==> src/rtl/pfs_pkg.sv <==
package pfs_pkg;

    // ------------------------------------------------------------
    // clock and timing
    // ------------------------------------------------------------
    localparam int CLK_HZ = 20_000_000;
    localparam int MINUTE_S = 60;
    localparam int CYC_PER_MIN = MINUTE_S * CLK_HZ;

    // ------------------------------------------------------------
    // regulator mode codes and counter limits
    // ------------------------------------------------------------
    localparam logic [1:0] MODE_OFF = 2'h0;
    localparam logic [1:0] MODE_PWM = 2'h1;
    localparam logic [1:0] MODE_ASKIP = 2'h3;
    localparam logic [3:0] CNT_ZERO = 4'h0;
    localparam logic [3:0] CNT_MAX = 4'hF;
    localparam logic [3:0] CNT_ONE = 4'h1;

    // ------------------------------------------------------------
    // failure source bit positions
    // ------------------------------------------------------------
    localparam int FAIL_PU = 0;
    localparam int FAIL_WD = 1;
    localparam int FAIL_REG = 2;
    localparam int FAIL_TSD = 3;

    // ------------------------------------------------------------
    // sequencer states
    // ------------------------------------------------------------
    typedef enum logic [7:0] {
        ST_OFF = 8'h01,
        ST_PWRUP = 8'h02,
        ST_RUN = 8'h04,
        ST_STBY = 8'h08,
        ST_WDRST = 8'h10,
        ST_PWRDN = 8'h20,
        ST_FSTRANS = 8'h40,
        ST_FSLOCK = 8'h80
    } pfs_state_t;

    // fail-safe ok period in minutes from the fuse code
    function automatic logic [5:0] pfs_ok_minutes(input logic [2:0] code);
        case (code)
            3'h0: pfs_ok_minutes = 6'h01;
            3'h1: pfs_ok_minutes = 6'h05;
            3'h2: pfs_ok_minutes = 6'h0A;
            3'h3: pfs_ok_minutes = 6'h0F;
            3'h4: pfs_ok_minutes = 6'h14;
            3'h5: pfs_ok_minutes = 6'h1E;
            3'h6: pfs_ok_minutes = 6'h2D;
            default: pfs_ok_minutes = 6'h3C;
        endcase
    endfunction

endpackage

==> src/rtl/pfs_failsafe_ctrl.sv <==
`timescale 1ns/100ps
// Summary of operation
// - buck in power-up sequence gets PWM standby mode when switching-mode fuse is one
// - buck outside the power-up sequence gets OFF standby mode at power up
// - linear regulator run enable is one only if it is in the sequence
// - standby settings load from the same fused defaults as run settings
// - entering standby with regulators disabled there starts the power-down sequencer
// - each hard watchdog reset increments the watchdog counter up to 15, then compares it
// - counter equal to limit powers down and enters the fail-safe transition
// - counter not equal to limit (below or above it) performs an ordinary hard watchdog reset
// - watchdog pin toggle or internal watchdog event triggers hard reset
// - power-down disables all but always-on supplies in sequence order
// - after power-down: fault goes to fail-safe transition, otherwise low-power off
// - fail-safe transition sets the failure bit matching the cause
// - failure bits hold while supply stays above undervoltage threshold
// - host reads failure bits when on and clears each by writing one
// - fail-safe transition compares then increments fail-safe counter; equal means lockdown
// - bypass fuse one always goes to low-power off instead of lockdown
// - fail-safe limit zero locks down on the first transition
// - fail-safe pin held low in lockdown when its selected fault is present
// - lockdown is left only through a supply power cycle (reset)
// - three-bit fuse selects ok period of 1 to 60 minutes
// - each ok period during system-on decrements fail-safe counter down to zero
// - host may clear the fail-safe counter during system-on states
// - below undervoltage threshold the block is held in reset
module pfs_failsafe_ctrl
    import pfs_pkg::*;
#(
    parameter int NUM_BUCK = 5,
    parameter int NUM_LDO = 2,
    parameter int CYCLES_PER_MIN = CYC_PER_MIN
)
(
    // clock and supply reset
    input wire logic CLK_SYS_I,
    input wire logic RESET_I,
    // fused defaults
    input wire logic DEFAULT_SWITCHING_MODE_FUSE_I,
    input wire logic [NUM_BUCK-1:0] BUCK_IN_SEQ_I,
    input wire logic [NUM_LDO-1:0] LDO_IN_SEQ_I,
    input wire logic FAILSAFE_BYPASS_FUSE_I,
    input wire logic [3:0] FAILSAFE_COUNT_LIMIT_FUSE_I,
    input wire logic [2:0] FAILSAFE_OK_PERIOD_FUSE_I,
    input wire logic [3:0] WATCHDOG_EVENT_LIMIT_I,
    input wire logic [3:0] FAILSAFE_OUTPUT_SEL_I,
    input wire logic STBY_REG_OFF_CFG_I,
    // pins
    input wire logic WATCHDOG_INPUT_PIN_I,
    input wire logic STANDBY_PIN_I,
    // events from neighbouring logic
    input wire logic POWER_ON_I,
    input wire logic TURN_OFF_I,
    input wire logic SEQ_DONE_I,
    input wire logic WD_INT_EVENT_I,
    input wire logic PU_FAULT_I,
    input wire logic REG_FAULT_I,
    input wire logic TSD_FAULT_I,
    // host controls
    input wire logic [3:0] FAIL_CLR_I,
    input wire logic FAILSAFE_EVENT_COUNTER_CLR_I,
    // sequencer commands
    output logic PU_SEQ_START_O,
    output logic PD_SEQ_START_O,
    output logic HARD_WD_RESET_O,
    // regulator defaults
    output logic [2*NUM_BUCK-1:0] BUCK_STANDBY_OPERATING_MODE_O,
    output logic [NUM_LDO-1:0] LINEAR_REG_RUN_ENABLE_O,
    // status
    output logic [7:0] STATE_O,
    output logic SYSTEM_ON_O,
    output logic [3:0] FAIL_FLAGS_O,
    output logic [3:0] FAILSAFE_EVENT_COUNTER_O,
    output logic [3:0] WATCHDOG_EVENT_COUNTER_O,
    // open-drain fail-safe pin
    output logic FAILSAFE_OUTPUT_PIN_O,
    output logic FAILSAFE_OUTPUT_PIN_OE_O
);

    localparam logic [30:0] CYC_MIN_M1 = 31'(CYCLES_PER_MIN - 1);

    // ------------------------------------------------------------
    // registers
    // ------------------------------------------------------------
    pfs_state_t state_reg, state_next;
    logic [3:0] cause_reg, cause_next;
    logic [3:0] fail_reg, fail_next;
    logic [3:0] wd_cnt_reg, wd_cnt_next;
    logic [3:0] failsafe_event_counter_reg, failsafe_event_counter_next;
    logic [30:0] pre_cnt_reg, pre_cnt_next;
    logic [5:0] min_cnt_reg, min_cnt_next;
    logic [2*NUM_BUCK-1:0] buck_mode_reg, buck_mode_next;
    logic [NUM_LDO-1:0] ldo_en_reg, ldo_en_next;
    logic pu_start_reg, pd_start_reg, wd_rst_reg, failsafe_output_pin_reg;
    logic wdi_s1_reg, wdi_s2_reg, wdi_s3_reg, stb_s1_reg, stb_s2_reg;

    // ------------------------------------------------------------
    // decode
    // ------------------------------------------------------------
    wire sys_on = (state_reg == ST_RUN) || (state_reg == ST_STBY);
    wire wdi_toggle = wdi_s2_reg ^ wdi_s3_reg;
    wire wd_event = wdi_toggle | WD_INT_EVENT_I;
    wire [3:0] wd_cnt_inc = (wd_cnt_reg == CNT_MAX) ? CNT_MAX : wd_cnt_reg + CNT_ONE;
    wire wd_max_hit = (wd_cnt_inc == WATCHDOG_EVENT_LIMIT_I);
    wire fs_hit = !FAILSAFE_BYPASS_FUSE_I && (failsafe_event_counter_reg == FAILSAFE_COUNT_LIMIT_FUSE_I);
    wire entering = (state_next != state_reg);
    wire load_dflt = entering && (state_next == ST_PWRUP);
    wire [1:0] pwr_mode = DEFAULT_SWITCHING_MODE_FUSE_I ? MODE_PWM : MODE_ASKIP;
    wire min_wrap = (pre_cnt_reg == CYC_MIN_M1);
    wire ok_tick = min_wrap && (min_cnt_reg == pfs_ok_minutes(FAILSAFE_OK_PERIOD_FUSE_I) - 6'h01);
    wire [3:0] clr_mask = sys_on ? FAIL_CLR_I : 4'h0;
    wire [3:0] set_mask = (state_reg == ST_FSTRANS) ? cause_reg : 4'h0;

    // ------------------------------------------------------------
    // pin synchronisers
    // ------------------------------------------------------------
    always_ff @(posedge CLK_SYS_I or posedge RESET_I)
    begin
        if (RESET_I)
        begin
            wdi_s1_reg <= 1'b0;
            wdi_s2_reg <= 1'b0;
            wdi_s3_reg <= 1'b0;
            stb_s1_reg <= 1'b0;
            stb_s2_reg <= 1'b0;
        end
        else
        begin
            wdi_s1_reg <= WATCHDOG_INPUT_PIN_I;
            wdi_s2_reg <= wdi_s1_reg;
            wdi_s3_reg <= wdi_s2_reg;
            stb_s1_reg <= STANDBY_PIN_I;
            stb_s2_reg <= stb_s1_reg;
        end
    end

    // ------------------------------------------------------------
    // state sequencing
    // ------------------------------------------------------------
    always_comb
    begin
        state_next = state_reg;
        cause_next = cause_reg;
        case (state_reg)
            ST_OFF:
                if (POWER_ON_I)
                    state_next = ST_PWRUP;
            ST_PWRUP:
                if (PU_FAULT_I)
                begin
                    state_next = ST_PWRDN;
                    cause_next = 4'h1 << FAIL_PU;
                end
                else if (SEQ_DONE_I)
                    state_next = ST_RUN;
            ST_RUN, ST_STBY:
                if (TSD_FAULT_I)
                begin
                    state_next = ST_PWRDN;
                    cause_next = 4'h1 << FAIL_TSD;
                end
                else if (REG_FAULT_I)
                begin
                    state_next = ST_PWRDN;
                    cause_next = 4'h1 << FAIL_REG;
                end
                else if (wd_event)
                    state_next = ST_WDRST;
                else if (TURN_OFF_I)
                begin
                    state_next = ST_PWRDN;
                    cause_next = 4'h0;
                end
                else if (stb_s2_reg)
                    state_next = ST_STBY;
                else
                    state_next = ST_RUN;
            ST_WDRST:
                if (wd_max_hit)
                begin
                    state_next = ST_PWRDN;
                    cause_next = 4'h1 << FAIL_WD;
                end
                else
                    state_next = ST_PWRUP;
            ST_PWRDN:
                if (SEQ_DONE_I)
                    state_next = (cause_reg != 4'h0) ? ST_FSTRANS : ST_OFF;
            ST_FSTRANS:
                state_next = fs_hit ? ST_FSLOCK : ST_OFF;
            ST_FSLOCK:
                state_next = ST_FSLOCK;
            default:
                state_next = ST_OFF;
        endcase
    end

    // ------------------------------------------------------------
    // counters, flags and power-up defaults
    // ------------------------------------------------------------
    always_comb
    begin
        wd_cnt_next = (state_reg == ST_WDRST) ? wd_cnt_inc : wd_cnt_reg;
        fail_next = (fail_reg & ~clr_mask) | set_mask;
        failsafe_event_counter_next = failsafe_event_counter_reg;
        pre_cnt_next = pre_cnt_reg;
        min_cnt_next = min_cnt_reg;
        if (state_reg == ST_FSTRANS && failsafe_event_counter_reg != CNT_MAX)
            failsafe_event_counter_next = failsafe_event_counter_reg + CNT_ONE;
        else if (sys_on && FAILSAFE_EVENT_COUNTER_CLR_I)
            failsafe_event_counter_next = CNT_ZERO;
        else if (sys_on && ok_tick && failsafe_event_counter_reg != CNT_ZERO)
            failsafe_event_counter_next = failsafe_event_counter_reg - CNT_ONE;
        if (!sys_on || failsafe_event_counter_reg == CNT_ZERO)
        begin
            pre_cnt_next = 31'h0;
            min_cnt_next = 6'h00;
        end
        else if (min_wrap)
        begin
            pre_cnt_next = 31'h0;
            min_cnt_next = ok_tick ? 6'h00 : min_cnt_reg + 6'h01;
        end
        else
            pre_cnt_next = pre_cnt_reg + 31'h1;
        buck_mode_next = buck_mode_reg;
        ldo_en_next = ldo_en_reg;
        if (load_dflt)
        begin
            for (int i = 0; i < NUM_BUCK; i++)
                buck_mode_next[2*i +: 2] = BUCK_IN_SEQ_I[i] ? pwr_mode : MODE_OFF;
            ldo_en_next = LDO_IN_SEQ_I;
        end
    end

    // ------------------------------------------------------------
    // state and data registers, cleared by the supply reset
    // ------------------------------------------------------------
    always_ff @(posedge CLK_SYS_I or posedge RESET_I)
    begin
        if (RESET_I)
        begin
            state_reg <= ST_OFF;
            cause_reg <= 4'h0;
            fail_reg <= 4'h0;
            wd_cnt_reg <= CNT_ZERO;
            failsafe_event_counter_reg <= CNT_ZERO;
            pre_cnt_reg <= 31'h0;
            min_cnt_reg <= 6'h00;
            buck_mode_reg <= '0;
            ldo_en_reg <= '0;
        end
        else
        begin
            state_reg <= state_next;
            cause_reg <= cause_next;
            fail_reg <= fail_next;
            wd_cnt_reg <= wd_cnt_next;
            failsafe_event_counter_reg <= failsafe_event_counter_next;
            pre_cnt_reg <= pre_cnt_next;
            min_cnt_reg <= min_cnt_next;
            buck_mode_reg <= buck_mode_next;
            ldo_en_reg <= ldo_en_next;
        end
    end

    // ------------------------------------------------------------
    // command pulses and fail-safe pin
    // ------------------------------------------------------------
    always_ff @(posedge CLK_SYS_I or posedge RESET_I)
    begin
        if (RESET_I)
        begin
            pu_start_reg <= 1'b0;
            pd_start_reg <= 1'b0;
            wd_rst_reg <= 1'b0;
            failsafe_output_pin_reg <= 1'b0;
        end
        else
        begin
            pu_start_reg <= load_dflt;
            pd_start_reg <= (entering && state_next == ST_PWRDN)
                || (entering && state_next == ST_STBY && STBY_REG_OFF_CFG_I);
            wd_rst_reg <= (state_reg == ST_WDRST) && !wd_max_hit;
            if (entering && state_next == ST_FSLOCK)
                failsafe_output_pin_reg <= |(FAILSAFE_OUTPUT_SEL_I & cause_reg);
        end
    end

    // ------------------------------------------------------------
    // outputs
    // ------------------------------------------------------------
    assign PU_SEQ_START_O = pu_start_reg;
    assign PD_SEQ_START_O = pd_start_reg;
    assign HARD_WD_RESET_O = wd_rst_reg;
    assign BUCK_STANDBY_OPERATING_MODE_O = buck_mode_reg;
    assign LINEAR_REG_RUN_ENABLE_O = ldo_en_reg;
    assign STATE_O = state_reg;
    assign SYSTEM_ON_O = sys_on;
    assign FAIL_FLAGS_O = fail_reg;
    assign FAILSAFE_EVENT_COUNTER_O = failsafe_event_counter_reg;
    assign WATCHDOG_EVENT_COUNTER_O = wd_cnt_reg;
    assign FAILSAFE_OUTPUT_PIN_O = 1'b0;
    assign FAILSAFE_OUTPUT_PIN_OE_O = failsafe_output_pin_reg;
endmodule

==> config.mk <==
export PLATFORM = sky130hd
export DESIGN_NAME = pfs_failsafe_ctrl
export DESIGN_NICKNAME = d
export VERILOG_FILES = /design/src/rtl/pfs_pkg.sv /design/src/rtl/pfs_failsafe_ctrl.sv
export SDC_FILE = /design/constraint.sdc
export NUM_CORES = 1
export LEC_CHECK = 0
export BUFFER_PORTS_ARGS = -buffer_cell sky130_fd_sc_hd__buf_2
export CORE_MARGIN = 5
export CORE_UTILIZATION = 35
export CTS_CLUSTER_DIAMETER = 60
export CTS_CLUSTER_SIZE = 30
export DETAILED_ROUTE_END_ITERATION = 12
export HOLD_SLACK_MARGIN = 0.05
export PLACE_DENSITY = 0.63
export SKIP_LAST_GASP = 1
export SLEW_MARGIN = 5
export SYNTH_ARGS = -nofsm -noshare
export SYNTH_HDL_FRONTEND = slang
export SYNTH_SLANG_ARGS = --single-unit
==> constraint.sdc <==
create_clock -name CLK_SYS_I -period 3 [get_ports CLK_SYS_I]
set_input_delay 0.6 -clock CLK_SYS_I [delete_from_list [all_inputs] [get_ports CLK_SYS_I]]
set_output_delay 0.6 -clock CLK_SYS_I [all_outputs]
set_load 0.02 [all_outputs]
==> metrics.cfg, run 1 <==
[outcome]
run_status=completed

[timing]
fmax_ghz=0.363
timing.setup.tns_ns=0
slew_violations=0
finalSetupViolCount=0
clock-skew-final_ns=0.00511
unrepaired_setup_endpoints_after_global_routing=no
timing.final.crit_share=0.919
min_period_ns=2.76
worst_slew_pin_slew_ns=0.763
final.hold.worst_slack_ns=0.361
setup_slack_ns=0.242
worst_slew_margin_rel=0.491
final-hold-violation-count=0

[global_routing]
grt_start_max_net_pins=43
number_of_antenna_violations_at_the_first_check_in_global_routing=0
grt.overflow.total=0
global_route.usage.total=0.145
grt_pass1_wl_um=17700
number_of_global_route_vias_before_repair=3740

[cells_and_area]
layout_common_cells=dfrtp_1 (81), buf_2 (77), nor2_1 (49), nand2_1 (43), nand3_1 (27)
final_instance_count_without_filler_cells=714
number_of_flip_flops_under_the_largest_register_name=31
postLayoutCellArea_um2=5280
layout.nets=587
drive_gt1_frac=0.220
insertedDiodeCount=0
most_common_cell_after_layout_fill_and_taps_aside=dfrtp_1
areaGrowthSynthToFinish_pct=18.9

[detailed_routing]
detailroute.via_count=3706
route.detailed.vias_per_inst=5.19
drt.antenna.violating_nets=0
drt-initial-drc-count=214
drt_pass1_iterations=4
routed_wire_length_per_instance_um=14.3
final_routed_drc_violation_total=0
wl_um=10200

[synth]
ys.flop_type=dfrtp_1
synth.distinct_cells=68
synthSimpleGateAreaFrac=0.241
synth_top_cell_by_area=dfrtp_1
ys_async_sr_fraction=1.00
synth_top_family_by_area=simple AND/OR/NAND/NOR gates
netlist_area_pre_place_um2=4440
avgSynthCellArea_um2=9.61
yosysTopAreaCellShare=0.457
synth.yosys.warnings=0
compound_cell_area_share_of_the_yosys_netlist=0.121
post_synth_mux_area_share=0.0380
post_synth_fa_ha_maj_area_fraction=0.0192
number_of_instances_in_the_synthesized_netlist=462
synth-seq-cells=82
synth_enable_flop_cells=0
syn-num-nets=509
synth_area_leaders=dfrtp_1 (46%), xor2_1 (4.7%), nor2_1 (4.1%)
sequential_share_of_the_synthesized_area=0.463
synth-xor-area-share=0.0809

[clock_network]
cts_htree_levels=3
clk_latency_ns=0.33
cts_tree=yes
clkSinkCount=82
cts_buffers=9
cts_root_buf=clkbuf_16
cts_setup_buffers=0
max-clock-path-buffers=2
clock_slew_seen_by_the_registers_of_the_worst_setup_and_hold_paths_ns=0.05
number_of_resized_instances_in_the_post_cts_repair_step=0
postCtsHoldBufs=0

[die]
ioPinCount=79
start_util=0.355
placeable_core_region_um2=12500
die_x_um=123
std_cell_rows=41
die_height_um=123
dieArea_um2=15000

[setup_path]
crit_arrival_ns=2.99
critical_path.endpoint_type=flop
critPathLaunchType=input port
cp.required_ns=3.23
timing.setup.critical_path_class=in2reg
worst-path-max-fanout=13

[hold_path]
hold_path.class=reg2reg

[power]
power_density_nw_per_um2=641
vdd.ir_drop.worst_uv=336
static_leakage_uw=0.00238

[placed_design]
gp_congestion=0.878
worst_slack_placed_ns=-0.0609
placedCellCount=701
detailed_place_hpwl_um=7570
area_after_detailed_placement_um2=5020
port_buffers=77

[run]
max-cap-violations=0

-- area by class of cell --
| type | count | area (um2) |
|---|---|---|
| timing repair buffer | 86 | 465 |
| clock buffer | 13 | 260 |
| tap | 172 | 215 |
| multi-input combinational | 345 | 2220 |
| sequential | 82 | 2050 |
| fill | 1228 | 7240 |
| inverter | 16 | 61.3 |
-- through the flow --
| step | util | power [uW] |
|---|---|---|
| after floorplan | - | 2140 |
| after global placement | 0.401 | 2400 |
| after detailed placement | 0.401 | 2430 |
| after CTS | 0.422 | 3440 |
| after global routing | 0.422 | 3600 |
| final | 0.422 | 3390 |
-- synthesized netlist by cell type, drive strengths merged, types with 2 or more instances --
cell and count:
dfrtp 81, nor2 49, nand2 43, nand3 28
xor2 24, a21oi 18, o21ai 18, xnor2 17
inv 16, mux2 15, nand4 13, nor4 12
a31oi 10, and3 10, buf 10, nor2b 10
or3 10, clkbuf 9, nor3 9, a22o 7
ha 6, and2 4, nand2b 4, and4 3
nor4b 3, o21a 3, or4 3, a2bb2oi 2
and2b 2
-- where the power goes --
| part | switching, uW | internal [uW] | total (uW) |
|---|---|---|---|
| combinational | 563 | 406 | 969 |
| sequential | 164 | 1270 | 1430 |
| clock | 391 | 592 | 984 |
| total | 1120 | 2270 | 3390 |
-- layer usage --
layer,vias up,part of all wire,track usage
met2,87,0.47,0.241
met5,-,0,0
met1,1800,0.46,0.186
li1,1806,-,-
met4,0,0.016,0.0497
met3,13,0.050,0.0359
-- worst paths after layout --
| path | start | to | cells after the start | slack (ns) |
|---|---|---|---|---|
| max | FAILSAFE_OK_PERIOD_FUSE_I[2] | FAILSAFE_EVENT_COUNTER_O[1] | 11 | 0.24 |
| max reg2reg | STATE_O[2] | BUCK_STANDBY_OPERATING_MODE_O[8] | 7 | 0.43 |
| min in group asynchronous | RESET_I | wdi_s1_reg | 2 | 0.38 |
| min | wdi_s1_reg | wdi_s2_reg | 0 | 0.36 |
| max in group asynchronous | RESET_I | FAILSAFE_EVENT_COUNTER_O[0] | 3 | 1.95 |
| min reg2reg | wdi_s1_reg | wdi_s2_reg | 0 | 0.36 |
-- critical path: stages --
cell and delay, ns:
buf_2 0.21, nand2_1 0.10, mux2_2 0.28, ha_1 0.22, xnor2_1 0.29, a2bb2oi_1 0.23, o221a_2 0.22, o211ai_1 0.19
nor2_1 0.35, nor3_1 0.08, nor3_1 0.23
-- cells by family (layout without fill, tap and decap cells) --
| logic type | count (synthesis) | in the layout |
|---|---|---|
| flops | 82 | 82 |
| compound gates | 77 | 77 |
| other cells | 1 | 1 |
| simple gates | 204 | 204 |
| xor+xnor | 41 | 41 |
| mux | 15 | 15 |
| fa+ha+maj | 7 | 7 |
| buf+inv | 35 | 115 |
No activity file was read; power rests on OpenSTA's default activity.
==> inputs of run 2 (changes only) <==
- CORE_UTILIZATION: 35 -> 30
- PLACE_DENSITY: 0.63 -> 0.57
==> run 2 against run 1 <==
  * Via count decreased by 0.62%
  * Core utilization down 5.1 points
  * Die area is 15% higher
  * Flip-flop and latch count stayed put
  * Critical path depth did not move
  * Non-clock buffer count rose by 4
  * Routed wire length rose by 4.0%
  * Critical endpoint is now min_cnt_reg[4]
==> metrics.cfg, run 2 (synthesis gave the netlist of run 1 again) <==
[outcome]
run_status=completed

[detailed_routing]
met2RoutedLength_um=5090  ; +5.0%
wl_met1_um=4900  ; +4.1%
wl_um=10600  ; +4.0%
final_routed_drc_violation_total=0  ; unchanged
topRoutingLayerUsed=met4
wl_met3_um=514  ; +0.59%
routed_wire_length_per_instance_um=14.5  ; +1.3%
route.detailed.vias_per_inst=5.02  ; -3.2%
drt.antenna.violating_nets=0  ; unchanged
detailroute.via_count=3683  ; -0.62%
drt_pass1_iterations=4  ; unchanged
drt-initial-drc-count=272  ; +27%

[setup_path]
cp.required_ns=3.26  ; +0.03 ns
critPathLaunchType=input port
reg_to_reg_critical_path_startpoint=pre_cnt_reg[4]
crit_arrival_ns=2.96  ; -0.03 ns
cp-startpoint=FAILSAFE_OK_PERIOD_FUSE_I[1]
critical_path.endpoint_type=flop
timing.setup.critical_path_class=in2reg
worst-path-max-fanout=6  ; -7

[clock_network]
number_of_resized_instances_in_the_post_cts_repair_step=0  ; unchanged
postCtsHoldBufs=0  ; unchanged
max-clock-path-buffers=2  ; unchanged
clock_slew_seen_by_the_registers_of_the_worst_setup_and_hold_paths_ns=0.06  ; about the same
clk_latency_ns=0.34  ; about the same
cts_buffers=9  ; unchanged
cts_tree=yes
clkSinkCount=82  ; unchanged
cts_root_buf=clkbuf_16
cts_htree_levels=3  ; unchanged
cts_setup_buffers=0  ; unchanged

[die]
die_height_um=132  ; +7.4%
std_cell_rows=44  ; +7.3%
die_x_um=132  ; +7.4%
ioPinCount=79  ; unchanged
placeable_core_region_um2=14500  ; +16%
start_util=0.305  ; -0.0492
dieArea_um2=17300  ; +15%

[placed_design]
placedCellCount=717  ; +2.3%
area_after_detailed_placement_um2=5060  ; +0.90%
detailed_place_hpwl_um=7910  ; +4.5%
port_buffers=77  ; unchanged
gp_congestion=0.853  ; -2.8%
worst_slack_placed_ns=-0.0299  ; +0.0309 ns

[power]
power.switching_uw=1170  ; +4.8%
vdd.ir_drop.worst_uv=472  ; +40%
sequentialPowerShare=0.398  ; -0.025
power_density_nw_per_um2=670  ; +4.4%
report.power.total_uw=3600  ; +6.5%
pwr-share-comb=0.272  ; -0.014
pwr-share-clk=0.330  ; +0.039
power.share.switching=0.326  ; -0.00504
static_leakage_uw=0.00243  ; +2.1%
internal_power_uw=2430  ; +7.3%

[cells_and_area]
layout_common_cells=dfrtp_1 (81), buf_2 (77), nor2_1 (49), nand2_1 (43), nand3_1 (27)
drive_gt1_frac=0.231  ; +0.0118
areaGrowthSynthToFinish_pct=21.3
layout.nets=591  ; +0.68%
final_instance_count_without_filler_cells=733  ; +2.7%
postLayoutCellArea_um2=5380  ; +2.0%
most_common_cell_after_layout_fill_and_taps_aside=dfrtp_1
number_of_flip_flops_under_the_largest_register_name=31  ; unchanged
insertedDiodeCount=0  ; unchanged

[timing]
fmax_ghz=0.370  ; +2.0%
setup_slack_ns=0.297  ; +0.0547 ns
final-hold-violation-count=0  ; unchanged
finalSetupViolCount=0  ; unchanged
clock-skew-final_ns=0.00951  ; +0.00440 ns
timing.setup.tns_ns=0  ; unchanged
worst_slew_pin_slew_ns=0.709  ; -0.0540 ns
slew_violations=0  ; unchanged
min_period_ns=2.70  ; -0.0547 ns
worst_slew_margin_rel=0.527  ; +0.0361
timing.final.crit_share=0.901  ; -0.0182
unrepaired_setup_endpoints_after_global_routing=no

[hold_path]
hold_path.class=in2async

[global_routing]
grt.overflow.total=0  ; unchanged
global_route.usage.total=0.123  ; -0.0225
grt_pass1_wl_um=18200  ; +2.9%
number_of_global_route_vias_before_repair=3641  ; -2.6%
grt_start_max_net_pins=45  ; +4.7%
number_of_antenna_violations_at_the_first_check_in_global_routing=0  ; unchanged

[run]
max-cap-violations=0  ; unchanged

## run 2: power by group through the flow
stage | logic [uW] | clock network, uW | registers (uW)
global route | 1070 | 1280 | 1460
floorplan | 583 | 0 | 1550
CTS | 993 | 1230 | 1440
global placement | 973 | 0 | 1440
detailed placement | 988 | 0 | 1460
finish | 979 | 1190 | 1430
## run 2: critical path: stages
cell      delay (ns)
buf_2           0.13
inv_1           0.08
mux2_2          0.34
ha_1            0.22
nor4b_1         0.15
o21ai_0         0.22
a21oi_1         0.10
o211ai_1        0.40
nor2b_1         0.40
a41oi_1         0.16
a31oi_1         0.17
## run 2: worst paths after layout
kind | endpoint | slack [ns] | cells after the start
max | min_cnt_reg[4] | 0.30 | 11
min | BUCK_STANDBY_OPERATING_MODE_O[8] | 0.35 | 2
max reg2reg | min_cnt_reg[4] | 0.48 | 7
min reg2reg | wdi_s2_reg | 0.35 | 0
max in group asynchronous | STATE_O[0] | 1.92 | 3
min in group CLK_SYS_I | wdi_s2_reg | 0.35 | 0
## run 2: per-layer routing
layer	vias up	GRT usage
li1	1814	-
met1	1787	0.162
met2	70	0.199
met3	12	0.0371
met4	0	0.0291
met5	-	0
## run 2: area by class of cell
| class | instances | area (um2) |
|---|---|---|
| Timing Repair Buffer | 90 | 495 |
| Fill cell | 1492 | 9150 |
| Tap cell | 184 | 230 |
| Inverter | 16 | 61.3 |
| Sequential cell | 82 | 2050 |
| Multi-Input combinational cell | 345 | 2220 |
| Clock inverter | 5 | 77.6 |
| Clock buffer | 11 | 243 |
## run 2: stage by stage
| stage | hold WS, ns | util |
|---|---|---|
| finish | 0.352 | 0.370 |
| CTS | 0.352 | 0.370 |
| global route | 0.351 | 0.370 |
| floorplan | 0.331 | - |
| global placement | 0.345 | 0.348 |
| detailed placement | 0.343 | 0.348 |
